<file path="config.mk">
export PLATFORM = sky130hd
export DESIGN_NAME = ssp_slave
export DESIGN_NICKNAME = d
export VERILOG_FILES = /design/src/ssp_slave.v
export VERILOG_INCLUDE_DIRS = /design/src
export SDC_FILE = /design/constraint.sdc
export NUM_CORES = 1
export LEC_CHECK = 0
export ABC_AREA = 0
export ABC_CLOCK_PERIOD_IN_PS = 4900
export BUFFER_PORTS_ARGS = -buffer_cell sky130_fd_sc_hd__buf_2
export CAP_MARGIN = 20
export CORE_ASPECT_RATIO = 0.7
export CORE_MARGIN = 2
export CORE_UTILIZATION = 55
export CTS_CLUSTER_DIAMETER = 200
export DETAILED_ROUTE_END_ITERATION = 10
export GPL_TIMING_DRIVEN = 0
export PLACE_DENSITY = 0.79
export SYNTH_ARGS = -nofsm -noshare
export SYNTH_HDL_FRONTEND = slang
export SYNTH_SLANG_ARGS = --single-unit
export TNS_END_PERCENT = 50
</file>
<file path="constraint.sdc">
create_clock -name ref_clk -period 4.9 [get_ports ref_clk]
set_input_delay 0.735 -clock ref_clk [delete_from_list [all_inputs] [get_ports ref_clk]]
set_output_delay 0.735 -clock ref_clk [all_outputs]
set_load 0.01 [all_outputs]
</file>
<file path="src/ssp_map.vh">
`ifndef SSP_MAP_VH
`define SSP_MAP_VH
// register indices (printed offsets); byte address is index * 4
`define SSP_IDX_GIC      8'h0b
`define SSP_IDX_PIF      8'h0c
`define SSP_IDX_BUF      8'h13
`define SSP_IDX_CTL      8'h14
`define SSP_IDX_ADDR     8'h15
`define SSP_IDX_PIE      8'h8c
`define SSP_IDX_STAT     8'h94
// control fields
`define SSP_CTL_WRITE_COLLISION_FLAG     7
`define SSP_CTL_OV       6
`define SSP_CTL_EN       5
`define SSP_CTL_CKR      4
// status fields
`define SSP_ST_SMP       7
`define SSP_ST_LVL       6
`define SSP_ST_DA        5
`define SSP_ST_STOP      4
`define SSP_ST_START     3
`define SSP_ST_RW        2
`define SSP_ST_UA        1
`define SSP_ST_BF        0
// interrupt flag position
`define SSP_PIF_PORT     3
// mode codes
`define SSP_MODE_S7      4'h6
`define SSP_MODE_S10     4'h7
`define SSP_MODE_MST     4'h8
// reset values
`define SSP_RST_CTL      8'h00
`define SSP_RST_STAT     8'h00
`define SSP_RST_PIF      8'h00
`define SSP_RST_PIE      8'h00
`define SSP_RST_GIC      8'h00
`define SSP_RST_ADDR     8'h00
// glitch filter terminal count (depth in clocks minus one)
`define SSP_FILT_CNT     2'h3
`endif

</file>
<file path="src/ssp_slave.v">
`include "ssp_map.vh"
`default_nettype none
module ssp_slave #(
   parameter FILT_W = 2
) (
   input  wire        ref_clk,
   input  wire        rst_n,
   input  wire        psel,
   input  wire        penable,
   input  wire        pwrite,
   input  wire [11:0] paddr,
   input  wire [31:0] pwdata,
   output reg  [31:0] prdata,
   output reg         pready,
   output reg         pslverr,
   input  wire        sclIn,
   output reg         sclOut,
   output reg         sclOe,
   input  wire        sdaIn,
   output reg         sdaOut,
   output reg         sdaOe,
   output reg         smbusLevels,
   output reg         portIrq
);

   localparam ST_IDLE = 3'd0;
   localparam ST_RECV = 3'd1;
   localparam ST_ACK  = 3'd2;
   localparam ST_SEND = 3'd3;
   localparam ST_MACK = 3'd4;

   reg  [7:0] ctl_r;
   reg  [7:0] stat_r;
   reg  [7:0] pif_r;
   reg  [7:0] pie_r;
   reg  [7:0] gic_r;
   reg  [7:0] addr_r;
   reg  [7:0] buf_r;
   reg  [7:0] sr_r;
   reg  [2:0] st_r;
   reg  [3:0] bitCnt_r;
   reg        ackOk_r;
   reg        matched_r;
   reg  [1:0] addrPhase_r;
   reg        tenMatched_r;
   reg  [FILT_W-1:0] sclCnt_r;
   reg  [FILT_W-1:0] sdaCnt_r;
   reg        sclF_r;
   reg        sdaF_r;
   reg        sclD_r;
   reg        sdaD_r;
   reg        stretch_r;

   wire       enabled  = ctl_r[`SSP_CTL_EN];
   wire [3:0] mode     = ctl_r[3:0];
   wire       slave7   = (mode == `SSP_MODE_S7);
   wire       slave10  = (mode == `SSP_MODE_S10);
   wire       slaveOn  = enabled && (slave7 || slave10);
   wire       sclRise  = sclF_r && !sclD_r;
   wire       sclFall  = !sclF_r && sclD_r;
   wire       startEv  = sclF_r && sclD_r && sdaD_r && !sdaF_r;
   wire       stopEv   = sclF_r && sclD_r && !sdaD_r && sdaF_r;
   wire       acc      = psel && penable && pready;
   wire [7:0] idx      = paddr[9:2];
   wire       wr       = acc && pwrite;
   wire       rd       = acc && !pwrite;
   wire       addrWr   = wr && (idx == `SSP_IDX_ADDR);
   wire       bufRd    = rd && (idx == `SSP_IDX_BUF);
   wire       bufWr    = wr && (idx == `SSP_IDX_BUF);
   wire       hiByte   = (sr_r[7:3] == 5'b11110);
   wire       mapped   = (idx == `SSP_IDX_GIC) || (idx == `SSP_IDX_PIF) || (idx == `SSP_IDX_BUF) ||
                         (idx == `SSP_IDX_CTL) || (idx == `SSP_IDX_ADDR) || (idx == `SSP_IDX_PIE) ||
                         (idx == `SSP_IDX_STAT);

   // glitch filter: a pin level must hold for 2^FILT_W clocks
   always @(posedge ref_clk)
   begin
      if (!rst_n)
      begin
         sclCnt_r <= {FILT_W{1'b0}};
         sdaCnt_r <= {FILT_W{1'b0}};
         sclF_r   <= 1'b1;
         sdaF_r   <= 1'b1;
         sclD_r   <= 1'b1;
         sdaD_r   <= 1'b1;
      end
      else
      begin
         sclD_r <= sclF_r;
         sdaD_r <= sdaF_r;
         if (sclIn == sclF_r)
            sclCnt_r <= {FILT_W{1'b0}};
         else if (&sclCnt_r)
         begin
            sclF_r   <= sclIn;
            sclCnt_r <= {FILT_W{1'b0}};
         end
         else
            sclCnt_r <= sclCnt_r + 1'b1;
         if (sdaIn == sdaF_r)
            sdaCnt_r <= {FILT_W{1'b0}};
         else if (&sdaCnt_r)
         begin
            sdaF_r   <= sdaIn;
            sdaCnt_r <= {FILT_W{1'b0}};
         end
         else
            sdaCnt_r <= sdaCnt_r + 1'b1;
      end
   end

   // apb slave, zero wait states
   always @(posedge ref_clk)
   begin
      if (!rst_n)
      begin
         pready  <= 1'b0;
         pslverr <= 1'b0;
         prdata  <= 32'h0000_0000;
      end
      else
      begin
         pready  <= psel && !penable;
         pslverr <= psel && !penable && !mapped;
         prdata  <= 32'h0000_0000;
         if (psel && !penable && !pwrite)
            case (paddr[9:2])
               `SSP_IDX_GIC:  prdata <= {24'h00_0000, gic_r};
               `SSP_IDX_PIF:  prdata <= {24'h00_0000, pif_r};
               `SSP_IDX_BUF:  prdata <= {24'h00_0000, buf_r};
               `SSP_IDX_CTL:  prdata <= {24'h00_0000, ctl_r};
               `SSP_IDX_ADDR: prdata <= {24'h00_0000, addr_r};
               `SSP_IDX_PIE:  prdata <= {24'h00_0000, pie_r};
               `SSP_IDX_STAT: prdata <= {24'h00_0000, stat_r};
               default:       prdata <= 32'h0000_0000;
            endcase
      end
   end

   // software registers and hardware-set flags; flag sets win over writes, but the CKR clear and the address-write clear of stretch_r win
   always @(posedge ref_clk)
   begin
      if (!rst_n)
      begin
         ctl_r  <= `SSP_RST_CTL;
         stat_r <= `SSP_RST_STAT;
         pif_r  <= `SSP_RST_PIF;
         pie_r  <= `SSP_RST_PIE;
         gic_r  <= `SSP_RST_GIC;
         addr_r <= `SSP_RST_ADDR;
         buf_r  <= 8'h00;
         sr_r   <= 8'h00;
         st_r   <= ST_IDLE;
         bitCnt_r     <= 4'h0;
         ackOk_r      <= 1'b0;
         matched_r    <= 1'b0;
         addrPhase_r  <= 2'd0;
         tenMatched_r <= 1'b0;
         stretch_r    <= 1'b0;
      end
      else
      begin
         if (wr && idx == `SSP_IDX_CTL)
            ctl_r <= pwdata[7:0];
         if (wr && idx == `SSP_IDX_PIE)
            pie_r <= pwdata[7:0];
         if (wr && idx == `SSP_IDX_GIC)
            gic_r <= pwdata[7:0];
         if (wr && idx == `SSP_IDX_PIF)
            pif_r <= pwdata[7:0];
         if (wr && idx == `SSP_IDX_STAT)
            stat_r[7:6] <= pwdata[7:6];
         if (addrWr)
         begin
            addr_r <= pwdata[7:0];
            stat_r[`SSP_ST_UA] <= 1'b0;
            stretch_r <= 1'b0;
         end
         if (bufRd)
            stat_r[`SSP_ST_BF] <= 1'b0;
         if (bufWr)
         begin
            if (st_r == ST_RECV || st_r == ST_ACK)
               ctl_r[`SSP_CTL_WRITE_COLLISION_FLAG] <= 1'b1;
            else
            begin
               buf_r <= pwdata[7:0];
               sr_r  <= pwdata[7:0];
            end
         end
         if (!slaveOn)
         begin
            st_r      <= ST_IDLE;
            stretch_r <= 1'b0;
         end
         else
         begin
            if (startEv)
            begin
               stat_r[`SSP_ST_START] <= 1'b1;
               stat_r[`SSP_ST_STOP]  <= 1'b0;
               st_r        <= ST_RECV;
               bitCnt_r    <= 4'h0;
               matched_r   <= 1'b0;
               addrPhase_r <= 2'd0;
            end
            else if (stopEv)
            begin
               stat_r[`SSP_ST_STOP]  <= 1'b1;
               stat_r[`SSP_ST_START] <= 1'b0;
               st_r         <= ST_IDLE;
               tenMatched_r <= 1'b0;
            end
            else
               case (st_r)
                  ST_RECV:
                  begin
                     if (sclRise && bitCnt_r < 4'h8)
                     begin
                        sr_r     <= {sr_r[6:0], sdaF_r};
                        bitCnt_r <= bitCnt_r + 4'h1;
                     end
                     if (sclFall && bitCnt_r == 4'h8)
                     begin
                        st_r <= ST_ACK;
                        if (matched_r)
                           ackOk_r <= !stat_r[`SSP_ST_BF] && !ctl_r[`SSP_CTL_OV];
                        else if (slave7 && sr_r[7:1] == addr_r[7:1])
                        begin
                           ackOk_r <= !stat_r[`SSP_ST_BF] && !ctl_r[`SSP_CTL_OV];
                           stat_r[`SSP_ST_RW] <= sr_r[0];
                        end
                        else if (slave10 && addrPhase_r == 2'd0 && hiByte && sr_r[7:1] == addr_r[7:1])
                        begin
                           ackOk_r <= !stat_r[`SSP_ST_BF] && !ctl_r[`SSP_CTL_OV];
                           stat_r[`SSP_ST_RW] <= sr_r[0];
                           if (!tenMatched_r && !sr_r[0])
                              stat_r[`SSP_ST_UA] <= 1'b1;
                        end
                        else if (slave10 && addrPhase_r == 2'd1 && sr_r == addr_r)
                        begin
                           ackOk_r <= !stat_r[`SSP_ST_BF] && !ctl_r[`SSP_CTL_OV];
                           stat_r[`SSP_ST_UA] <= 1'b1;
                        end
                        else
                        begin
                           ackOk_r <= 1'b0;
                           st_r    <= ST_IDLE;
                        end
                        if (matched_r || slave7 && sr_r[7:1] == addr_r[7:1] ||
                            slave10 && ((addrPhase_r == 2'd0 && hiByte && sr_r[7:1] == addr_r[7:1]) ||
                                        (addrPhase_r == 2'd1 && sr_r == addr_r)))
                        begin
                           if (stat_r[`SSP_ST_BF])
                              ctl_r[`SSP_CTL_OV] <= 1'b1;
                           else
                           begin
                              buf_r <= sr_r;
                              stat_r[`SSP_ST_BF] <= 1'b1;
                           end
                           stat_r[`SSP_ST_DA] <= matched_r;
                        end
                     end
                  end
                  ST_ACK:
                  begin
                     if (sclFall)
                     begin
                        pif_r[`SSP_PIF_PORT] <= 1'b1;
                        bitCnt_r <= 4'h0;
                        // hold only after the ack bit, else the master never sees it
                        if (stat_r[`SSP_ST_UA] && ackOk_r && !addrWr)
                           stretch_r <= 1'b1;
                        // a refused data byte keeps the link; refused address drops it
                        if (!ackOk_r && !matched_r)
                           st_r <= ST_IDLE;
                        else if (matched_r || !slave10 || addrPhase_r == 2'd1 || tenMatched_r)
                        begin
                           matched_r    <= 1'b1;
                           tenMatched_r <= slave10;
                           if (stat_r[`SSP_ST_RW])
                           begin
                              st_r <= ST_SEND;
                              ctl_r[`SSP_CTL_CKR] <= 1'b0;
                           end
                           else
                              st_r <= ST_RECV;
                        end
                        else
                        begin
                           addrPhase_r <= 2'd1;
                           st_r <= ST_RECV;
                        end
                     end
                  end
                  ST_SEND:
                  begin
                     if (sclFall && ctl_r[`SSP_CTL_CKR])
                     begin
                        if (bitCnt_r == 4'h7)
                           st_r <= ST_MACK;
                        else
                           sr_r <= {sr_r[6:0], 1'b0};
                        bitCnt_r <= bitCnt_r + 4'h1;
                     end
                  end
                  ST_MACK:
                  begin
                     if (sclRise && sdaF_r)
                        st_r <= ST_IDLE;
                     else if (sclFall)
                     begin
                        pif_r[`SSP_PIF_PORT] <= 1'b1;
                        ctl_r[`SSP_CTL_CKR] <= 1'b0;
                        bitCnt_r <= 4'h0;
                        st_r <= ST_SEND;
                     end
                  end
                  default: st_r <= ST_IDLE;
               endcase
         end
      end
   end

   // pin drivers: open drain, enable means pull low
   always @(posedge ref_clk)
   begin
      if (!rst_n)
      begin
         sclOut      <= 1'b0;
         sclOe       <= 1'b0;
         sdaOut      <= 1'b0;
         sdaOe       <= 1'b0;
         smbusLevels <= 1'b0;
         portIrq     <= 1'b0;
      end
      else
      begin
         sclOut      <= 1'b0;
         sdaOut      <= 1'b0;
         smbusLevels <= stat_r[`SSP_ST_LVL];
         portIrq     <= pif_r[`SSP_PIF_PORT] && pie_r[`SSP_PIF_PORT];
         if (!slaveOn)
         begin
            sclOe <= 1'b0;
            sdaOe <= 1'b0;
         end
         else
         begin
            // hold clock low after the 9th fall while stretching
            sclOe <= !sclF_r && (stretch_r || (st_r == ST_SEND && !ctl_r[`SSP_CTL_CKR]));
            if (st_r == ST_ACK)
               sdaOe <= ackOk_r;
            else if (st_r == ST_SEND)
               sdaOe <= !sr_r[7];
            else
               sdaOe <= 1'b0;
         end
      end
   end

endmodule
`default_nettype wire

</file>
Yosys cells after proc, flatten, opt, wreduce, memory -nomap -nowiden
Index checks and enable logic that the tools add are counted.

cells by class
  equality and inequality tests = 38
  $lt $le $gt $ge = 1
  bitwise operators = 7
  div/mod/pow operators = 0
  multiplexer cells = 116
  shifts and indexed selects = 0
  multiply operators = 0
  reduce and logical (&&, ||, !) cells = 106
  $add $sub $neg = 3

operator list
  cell                  count
  $mux W8               18
  $mux W1               59
  $pmux W8 S7           1
  $logic_and A1 B1 Y1   45
  $mux W2               18
  $reduce_and A6 Y1     5
  $mux W4               7
  $eq A8 B5 Y1 const B  3
  $mux W3               8
  $logic_not A1 Y1      17
  $eq A8 B4 Y1 const B  2
  $eq A8 B8 Y1 const B  2
  $pmux W4 S4           1
  $pmux W8 S2           1
  $reduce_bool A2 Y1    8
  $logic_or A1 B1 Y1    15
  $reduce_and A5 Y1     3
  $ne A2 B2 Y1 const B  7
  $eq A4 B3 Y1 const B  3
  $ne A4 B4 Y1 const B  3
  $pmux W3 S4           1
  $reduce_and A2 Y1     5
  $ne A3 B3 Y1 const B  3
  $eq A8 B8 Y1          1
  23 further kinds      35

storage, ports and cells
  memories kept = 0
  memory bits (writable) = 0
  register bits after elaboration = 123
  ROM bits = 0
  bits in latches = 0
  input bits = 51

Depth between registers and ports, before layout
Gate-level depths: netlist (run 1).

  depth after elaboration = 14
  gate-level depth with buffers = 8

Worst setup path before layout (run 1)
Ideal clock, no wire load.

  kind = input-to-reg
  start point = in paddr[8]
  end point = reg pif_r[3]
  path slack = 2604 ps
  required time = 4768 ps
  data arrival time = 2163 ps
  cell stages on the path = 6
  path through = or4b_1 buf_2 nor4_4 nand2_2 mux2i_1 a21oi_1

on the way
  cells in the longest elaborated chain, start to end = 9

RTL lines
  element                                 RTL line                          source
  start: declaration                      ssp_slave.v:11                    input wire [11:0] paddr,
  $eq A8 B4 Y1 *                          n/a
  $logic_and A1 B1 Y1 (no source line) *  n/a
  $mux W4 *                               ssp_slave.v:169                   if (wr && idx == `SSP_IDX_PIF)
  $mux W1                                 ssp_slave.v:267, ssp_slave.v:311
  $mux W1                                 ssp_slave.v:309                   if (sclRise && sdaF_r)
  $pmux W1 S2                             ssp_slave.v:215                   case (st_r)
  $mux W1                                 ssp_slave.v:207                   else if (stopEv)
  $mux W1                                 ssp_slave.v:198                   if (startEv)
  $mux W1 *                               ssp_slave.v:191                   if (!slaveOn)
  end signal: assignment                  ssp_slave.v:147                   pif_r <= `SSP_RST_PIF;
  end signal: assignment                  ssp_slave.v:170                   pif_r <= pwdata[7:0];
  end: declaration                        ssp_slave.v:34                    reg [7:0] pif_r;

Every way passes the cells marked *; elsewhere a longest branch is shown, timed or not.
A chain may end at the register's enable or synchronous reset.

Worst setup path in the final report (run 1)
  start point = in paddr[8]
  end point = reg addr_r[6]

on the way
  cells in the longest elaborated chain, start to end = 2

RTL lines
  element                 RTL line         source
  $eq A8 B5 Y1            n/a
  $logic_and A1 B1 Y1     ssp_slave.v:67   wire addrWr = wr && (idx == `SSP_IDX_ADDR);
  end signal: assignment  ssp_slave.v:150  addr_r <= `SSP_RST_ADDR;
  end signal: assignment  ssp_slave.v:175  addr_r <= pwdata[7:0];
  end: declaration        ssp_slave.v:37   reg [7:0] addr_r;

No other way between the ends.

==> results of run 1 <==
## registers in the layout (all words and copies together), names as in the netlist, 8 cells and up
register,cells
addr_r,8
ctl_r,8
buf_r,8
sr_r,8
prdata,8
pif_r,8
stat_r,8
gic_r,8
pie_r,8
## final cells by class
class	count	area share (%)
Multi-Input combinational cell	449	47.2
Sequential cell	98	34.5
Buffer	64	6.50
Clock buffer	11	4.45
Timing Repair Buffer	34	3.00
Tap cell	120	2.64
Inverter	15	0.991
Clock inverter	5	0.661
## routing by layer
layer,vias to the layer above,routed length (µm)
met3,31,2100
met1,2246,6290
met5,-,0
met4,0,213
li1,2273,-
met2,319,6030
## worst max-delay path: cells and delay by family
kind / cells / cell delay, ps
simple gates: 4 / 1620
buf+inv: 2 / 310
compound gates: 1 / 80
## power breakdown
part           switching (W)  leakage, nW  internal, W
registers         0.00000233        0.790     0.000799
clock network       0.000313        0.138     0.000374
logic              0.0000544         1.16    0.0000302
total               0.000370         2.09      0.00120
## Yosys cell counts, types with 3 or more instances
cell type	instances	area (µm²)
a31oi_1	11	68.8
clkbuf_1	24	90.1
and4b_1	3	30.0
xnor2_1	3	26.3
nor4b_1	4	35.0
a21o_1	8	60.1
a311oi_1	9	78.8
a22oi_1	16	120
buf_2	9	45.0
nand2_1	94	353
xor2_1	9	78.8
nor4_1	7	43.8
and2_1	3	18.8
nand3b_1	3	22.5
nor4_4	3	63.8
inv_1	15	56.3
nor3_1	8	40.0
nand2b_1	8	50.1
a222oi_1	8	80.1
nor2_1	34	128
buf_4	29	218
mux2i_1	11	110
nand3_1	47	235
o311ai_0	4	35.0
o21ai_0	7	35.0
nor3b_1	4	30.0
nand4_1	5	31.3
o31ai_1	5	37.5
nor2b_1	3	18.8
a21oi_1	58	290
ha_1	4	50.1
dfxtp_1	98	1960
## cell families after synthesis
logic type                 share of synthesized area (%)
and+or+nand+nor                                     26.0
DFF                                                 39.4
buffers and inverters                               8.55
adders and majority gates                           1.01
xor gates and xnor gates                            2.11
other                                             0.0754
AOI/OAI and AO/OA                                   20.1
muxes                                               2.67
## worst paths after layout
check	slack, ps	depth (start not counted)	startpoint	to
setup reg to reg	2460	5	ctl_r[5]$_SDFFE_PN0N_	sr_r[7]$_SDFF_PN0_
hold reg to reg	460	2	pif_r[6]$_SDFFE_PN0P_	pif_r[6]$_SDFFE_PN0P_
setup / recovery	2360	7	paddr[8]	addr_r[6]$_SDFFE_PN0P_
hold / removal	460	2	pif_r[6]$_SDFFE_PN0P_	pif_r[6]$_SDFFE_PN0P_
## metrics by stage
step / instance area (µm²) / cells / total power, W / util, %
6_report: 5680 / 796 / 0.00157 / 65.9
5_1_grt: 5680 / 796 / 0.00161 / 65.9
4_1_cts: 5680 / 796 / 0.00157 / 65.9
3_5_place_dp: 5390 / 780 / 0.000901 / 62.5
3_3_place_gp: 5390 / 780 / 0.000899 / 62.5
2_1_floorplan: 5070 / 626 / 0.000871 / -
==> metrics.md, run 1 <==
| Metric | Value |
|---|---|
| Status | finished clean |
| Asr flop ratio synth | 0% |
| Drt wl/cell | 18.4 µm |
| Final Slew Violations | 0 |
| Number of fill cells | 756 |
| Min Tclk post-route | 2540 ps |
| Final setup violating endpoints | 0 |
| Hold Buf Count CTS | 0 |
| Worst-path clk slew | 70 ps |
| CTS Sinks | 98 |
| Fin worst setup slack | 2360 ps |
| Relative slew slack | 38.1% |
| Worst-Margin Slew | 925 ps |
| Ports | 91 |
| Commonest non-fill, non-tap cell in the layout | dfxtp_1 |
| Total gr overflow | 0 |
| Post-CTS sizing | 0 |
| Hold Worst Slack | 461 ps |
| Full die area | 9830 µm² |
| Final ANT Viol Nets | 0 |
| Grt met3 use | 11.0% |
| Total CTS buffers | 9 |
| Layout area overhead | 14.2% |
| Vias per cell | 6.12 |
| Final net count | 726 |
| Post-synthesis sequential area ratio | 39.4% |
| Ys flop type | dfxtp_1 |
| TritonCTS clock tree | yes |
| Max Cap Violations | 0 |
| WS Path Type | input pin to flip-flop |
| PD cells | 277 nW/µm² |
| Layout cells sized above 1 | 15.7% |
| CP Max Fanout | 10 |
| Commonest non-fill, non-tap cells in the layout | dfxtp_1 (98), nand2_1 (94), a21oi_1 (58) |
| First-pass GRT wire length | 23.4 mm |
| GR peak layer | met2 |
| FF+latch area | 1960 µm² |
| Period utilization | 51.9% |
| Mapped Cells | 601 |
| CP arrival | 2750 ps |
| Number of antenna violations at the first check in global routing | 0 |
| Setup bufs post-CTS | 0 |
| Setup TNS | 0 ps |
| Initial Util | 57.7% |
| RSZ-0062 raised after global routing | no |
| Vias in the first global route | 4,442 |
| Synth Cell Area | 4970 µm² |
| Max incr delay on CP | 530 ps |
| Met1 GRT Util | 42.1% |
| Routability cong. | 0.947 |
| Total GRT Usage | 30.0% |
| DR iter-0 viols | 687 |
| IO Port Bufs | 34 |
| Chip height | 83.6 µm |
| Largest net degree at the start of global routing | 17 |
| Place WS | 2100 ps |
| CP endpoint kind | flip-flop |
| Yosys reg bits | 98 |
| Critical Path Source Type | input pin |
| Mean Syn Cell Area | 8.28 µm² |
| Critical-path cell list | buf_2 > or4b_1 > buf_2 > nor4_4 > nand2_1 > nand2_1 > a21oi_1 |
| Post-synth EDFFs | 0 |
| Worst path required time | 5100 ps |
| Worst path slowest cell | or4b_1 |
| Rows | 28 |
| Final HPWL DP | 11.0 mm |
| Via count | 4,869 |
| Post-Route WL | 14.6 mm |
| Worst Skew | 6.80 ps |
| Met2 Use GR | 43.4% |
| Core area | 8620 µm² |
| Final Hold Fails | 0 |
| Width of the die | 118 µm |
| Clk_lat worst skew | 350 ps |
| Top achievable clock speed | 393 MHz |
| DRT Pass-1 Iters | 6 |
| CTS root buf | clkbuf_16 |
| Maximum vdd drop | 0.000198 V |
| HP Class | flip-flop to flip-flop |
| Synth unique cells | 70 |
| DRC violation count after routing | 0 |
| # diodes | 0 |
| Clock Path Buffers | 2 |
| H-tree depth reported by CTS | 3 |
| Area of the multi-input gates | 2680 µm² |
| Syn. warnings | 0 |
| LEAKAGE | 2.09 nW |
No activity file was read; power rests on OpenSTA's default activity.
==> run 2: changes to the inputs <==
--- a/config.mk
+++ b/config.mk
@@ -7,16 +7,16 @@
 export NUM_CORES = 1
 export LEC_CHECK = 0
 export ABC_AREA = 0
-export ABC_CLOCK_PERIOD_IN_PS = 4900
+export ABC_CLOCK_PERIOD_IN_PS = 2080
 export BUFFER_PORTS_ARGS = -buffer_cell sky130_fd_sc_hd__buf_2
 export CAP_MARGIN = 20
 export CORE_ASPECT_RATIO = 0.7
 export CORE_MARGIN = 2
-export CORE_UTILIZATION = 55
+export CORE_UTILIZATION = 50
 export CTS_CLUSTER_DIAMETER = 200
 export DETAILED_ROUTE_END_ITERATION = 10
 export GPL_TIMING_DRIVEN = 0
-export PLACE_DENSITY = 0.79
+export PLACE_DENSITY = 0.76
 export SYNTH_ARGS = -nofsm -noshare
 export SYNTH_HDL_FRONTEND = slang
 export SYNTH_SLANG_ARGS = --single-unit
==> constraint.sdc (replaced) <==
create_clock -name ref_clk -period 2.08 [get_ports ref_clk]
set_input_delay 0.312 -clock ref_clk [delete_from_list [all_inputs] [get_ports ref_clk]]
set_output_delay 0.312 -clock ref_clk [all_outputs]
set_load 0.01 [all_outputs]
==> run 2 against run 1 <==
- final cell count up 1.0%
- die area is 9.6% higher
- sequential cell count is the same
==> metrics.md, run 2 (same netlist as run 1, synthesis figures left out) <==
| Metric | Value |
|---|---|
| Clock Path Buffers | 2 |
| Full die area | 10,800 µm² |
| Final net count | 728 |
| Final HPWL DP | 11.3 mm |
| DR iter-0 viols | 693 |
| Via count | 4,935 |
| Worst path required time | 2350 ps |
| Largest net degree at the start of global routing | 15 |
| Gate power share | 5.6% |
| LEAKAGE | 2.13 nW |
| Vias in the first global route | 4,220 |
| Status | finished clean |
| Critical hold path startpoint | sclIn |
| Width of the die | 123 µm |
| Final setup violating endpoints | 0 |
| Min Tclk post-route | 2020 ps |
| Relative slew slack | 57.9% |
| Clk_lat worst skew | 340 ps |
| Vias per cell | 6.14 |
| TritonCTS clock tree | yes |
| Critical R2R Capture | stat_r[2]$_SDFFE_PN0P_ |
| Commonest non-fill, non-tap cell in the layout | dfxtp_1 |
| Post-Route WL | 15.1 mm |
| Total gr overflow | 0 |
| Layout cells sized above 1 | 18.8% |
| Max Cap Violations | 0 |
| Worst-path clk slew | 60 ps |
| HP Class | input pin to flip-flop |
| Switching power | 0.000829 W |
| RSZ-0062 raised after global routing | no |
| Period utilization | 97.2% |
| IO Port Bufs | 34 |
| Met2 Use GR | 39.5% |
| Maximum vdd drop | 0.000461 V |
| Final ANT Viol Nets | 0 |
| CTS Sinks | 98 |
| CP Max Fanout | 10 |
| Worst path slowest cell | or4_1 |
| Hold Path Depth | 3 |
| Setup TNS | 0 ps |
| Final Slew Violations | 0 |
| Hold Buf Count CTS | 0 |
| Routability cong. | 0.989 |
| Number of antenna violations at the first check in global routing | 0 |
| Grt met3 use | 9.62% |
| Hold EP | sclF_r$_SDFFE_PN1P_ |
| Fin util | 59.8% |
| Critical Path Source Type | flip-flop |
| Fin worst setup slack | 57.4 ps |
| # diodes | 0 |
| Sw frac | 23.0% |
| Ports | 91 |
| Layout area overhead | 16.3% |
| H-tree depth reported by CTS | 3 |
| Rows | 30 |
| Core area | 9680 µm² |
| CTS root buf | clkbuf_16 |
| Worst-Margin Slew | 632 ps |
| PD cells | 624 nW/µm² |
| CP arrival | 2290 ps |
| Drt wl/cell | 18.8 µm |
| Max incr delay on CP | 470 ps |
| Top achievable clock speed | 494 MHz |
| Commonest non-fill, non-tap cells in the layout | dfxtp_1 (97), nand2_1 (92), a21oi_1 (58) |
| Met1 GRT Util | 41.0% |
| Flop-to-flop setup slack | 60 ps |
| Cell-internal power | 0.00278 W |
| Final Hold Fails | 0 |
| Reg2reg start | sclF_r$_SDFFE_PN1P_ |
| First-pass GRT wire length | 22.7 mm |
| GR peak layer | met1 |
| Clk pwr share | 42.1% |
| Place WS | -269 ps |
| Worst Skew | 4.91 ps |
| CP endpoint kind | flip-flop |
| Sequential share of power | 52.3% |
| DRT Pass-1 Iters | 5 |
| Chip height | 87.5 µm |
| DRC violation count after routing | 0 |
| Critical-path cell list | buf_2 > nand2b_2 > nor4b_4 > nand4_1 > or4_1 > a21oi_1 |
| R2R depth | 6 |
| Initial Util | 51.4% |
| Total GRT Usage | 28.0% |
| Total CTS buffers | 9 |
| WS Path Type | flip-flop to flip-flop |
run 2: changes by cell type in the layout (fill, tap and decap cells not counted), moves of 2 or more:
cell	before	now
buf_4	29	32
clkbuf_1	24	19
nor2_1	34	32
nand2_2	1	3
clkbuf_2	1	6
nand2_1	94	92
nor2_4	0	2
run 2: per-layer routing:
metal | vias up | wire, µm
li1 | 2269 | -
met1 | 2330 | 6730
met2 | 321 | 6250
met3 | 15 | 1970
met4 | 0 | 153
met5 | - | 0
run 2: area by class of cell:
class,count,area (µm²)
Timing Repair Buffer,37,193
Tap cell,128,160
Clock inverter,3,17.5
Clock buffer,11,243
Inverter,15,56.3
Buffer,63,372
Fill cell,894,3900
Sequential cell,98,1960
Multi-Input combinational cell,449,2780
run 2: what timing repair did:
action / CTS / global route
cloned: 0 / 1
buffers inserted: 0 / 2
hold endpoints to repair: 0 / 0
pin swaps: 0 / 2
setup endpoints to repair: 18 / 42
gates resized for setup: 8 / 25
run 2: how the worst max path moves through the flow:
| stage | from | to | slack, ps | cells past startpoint |
|---|---|---|---|---|
| after global routing | sclF_r$_SDFFE_PN1P_ | buf_r[6]$_SDFF_PN0_ | 0.3 | 7 |
| after CTS | sclD_r$_SDFF_PN1_ | sr_r[6]$_SDFF_PN0_ | 2 | 7 |
| final | sclF_r$_SDFFE_PN1P_ | stat_r[2]$_SDFFE_PN0P_ | 60 | 6 |
| after global placement | paddr[8] | stretch_r$_SDFF_PN0_ | -210 | 6 |
| after detailed placement | paddr[8] | prdata[2]$_SDFF_PN0_ | -270 | 6 |
| after floorplan | paddr[8] | pif_r[3]$_SDFF_PN0_ | 210 | 6 |
run 2: metrics by stage:
| stage | instance area [µm²] | total power (W) | hold slack [ps] | cells |
|---|---|---|---|---|
| floorplan | 5070 | 0.00205 | 436 | 626 |
| global placement | 5400 | 0.00212 | 442 | 788 |
| detailed placement | 5400 | 0.00212 | 449 | 788 |
| CTS | 5690 | 0.00361 | 228 | 802 |
| global route | 5790 | 0.00371 | 264 | 804 |
| finish | 5790 | 0.00361 | 232 | 804 |
run 2: power groups by stage:
stage          logic, W  clock network, W  registers [W]
2_1_floorplan  0.000122                 0        0.00193
3_3_place_gp   0.000189                 0        0.00193
3_5_place_dp   0.000192                 0        0.00193
4_1_cts        0.000193           0.00153        0.00189
5_1_grt        0.000217           0.00161        0.00189
6_report       0.000201           0.00152        0.00189
run 2: worst max-delay path: cells and delay by family (launching register included):
family,cells,cell delay [ps]
AND/OR/NAND/NOR,4,1290
flip-flops,1,320
buffers and inverters,1,200
AO/OA/AOI/OAI,1,140
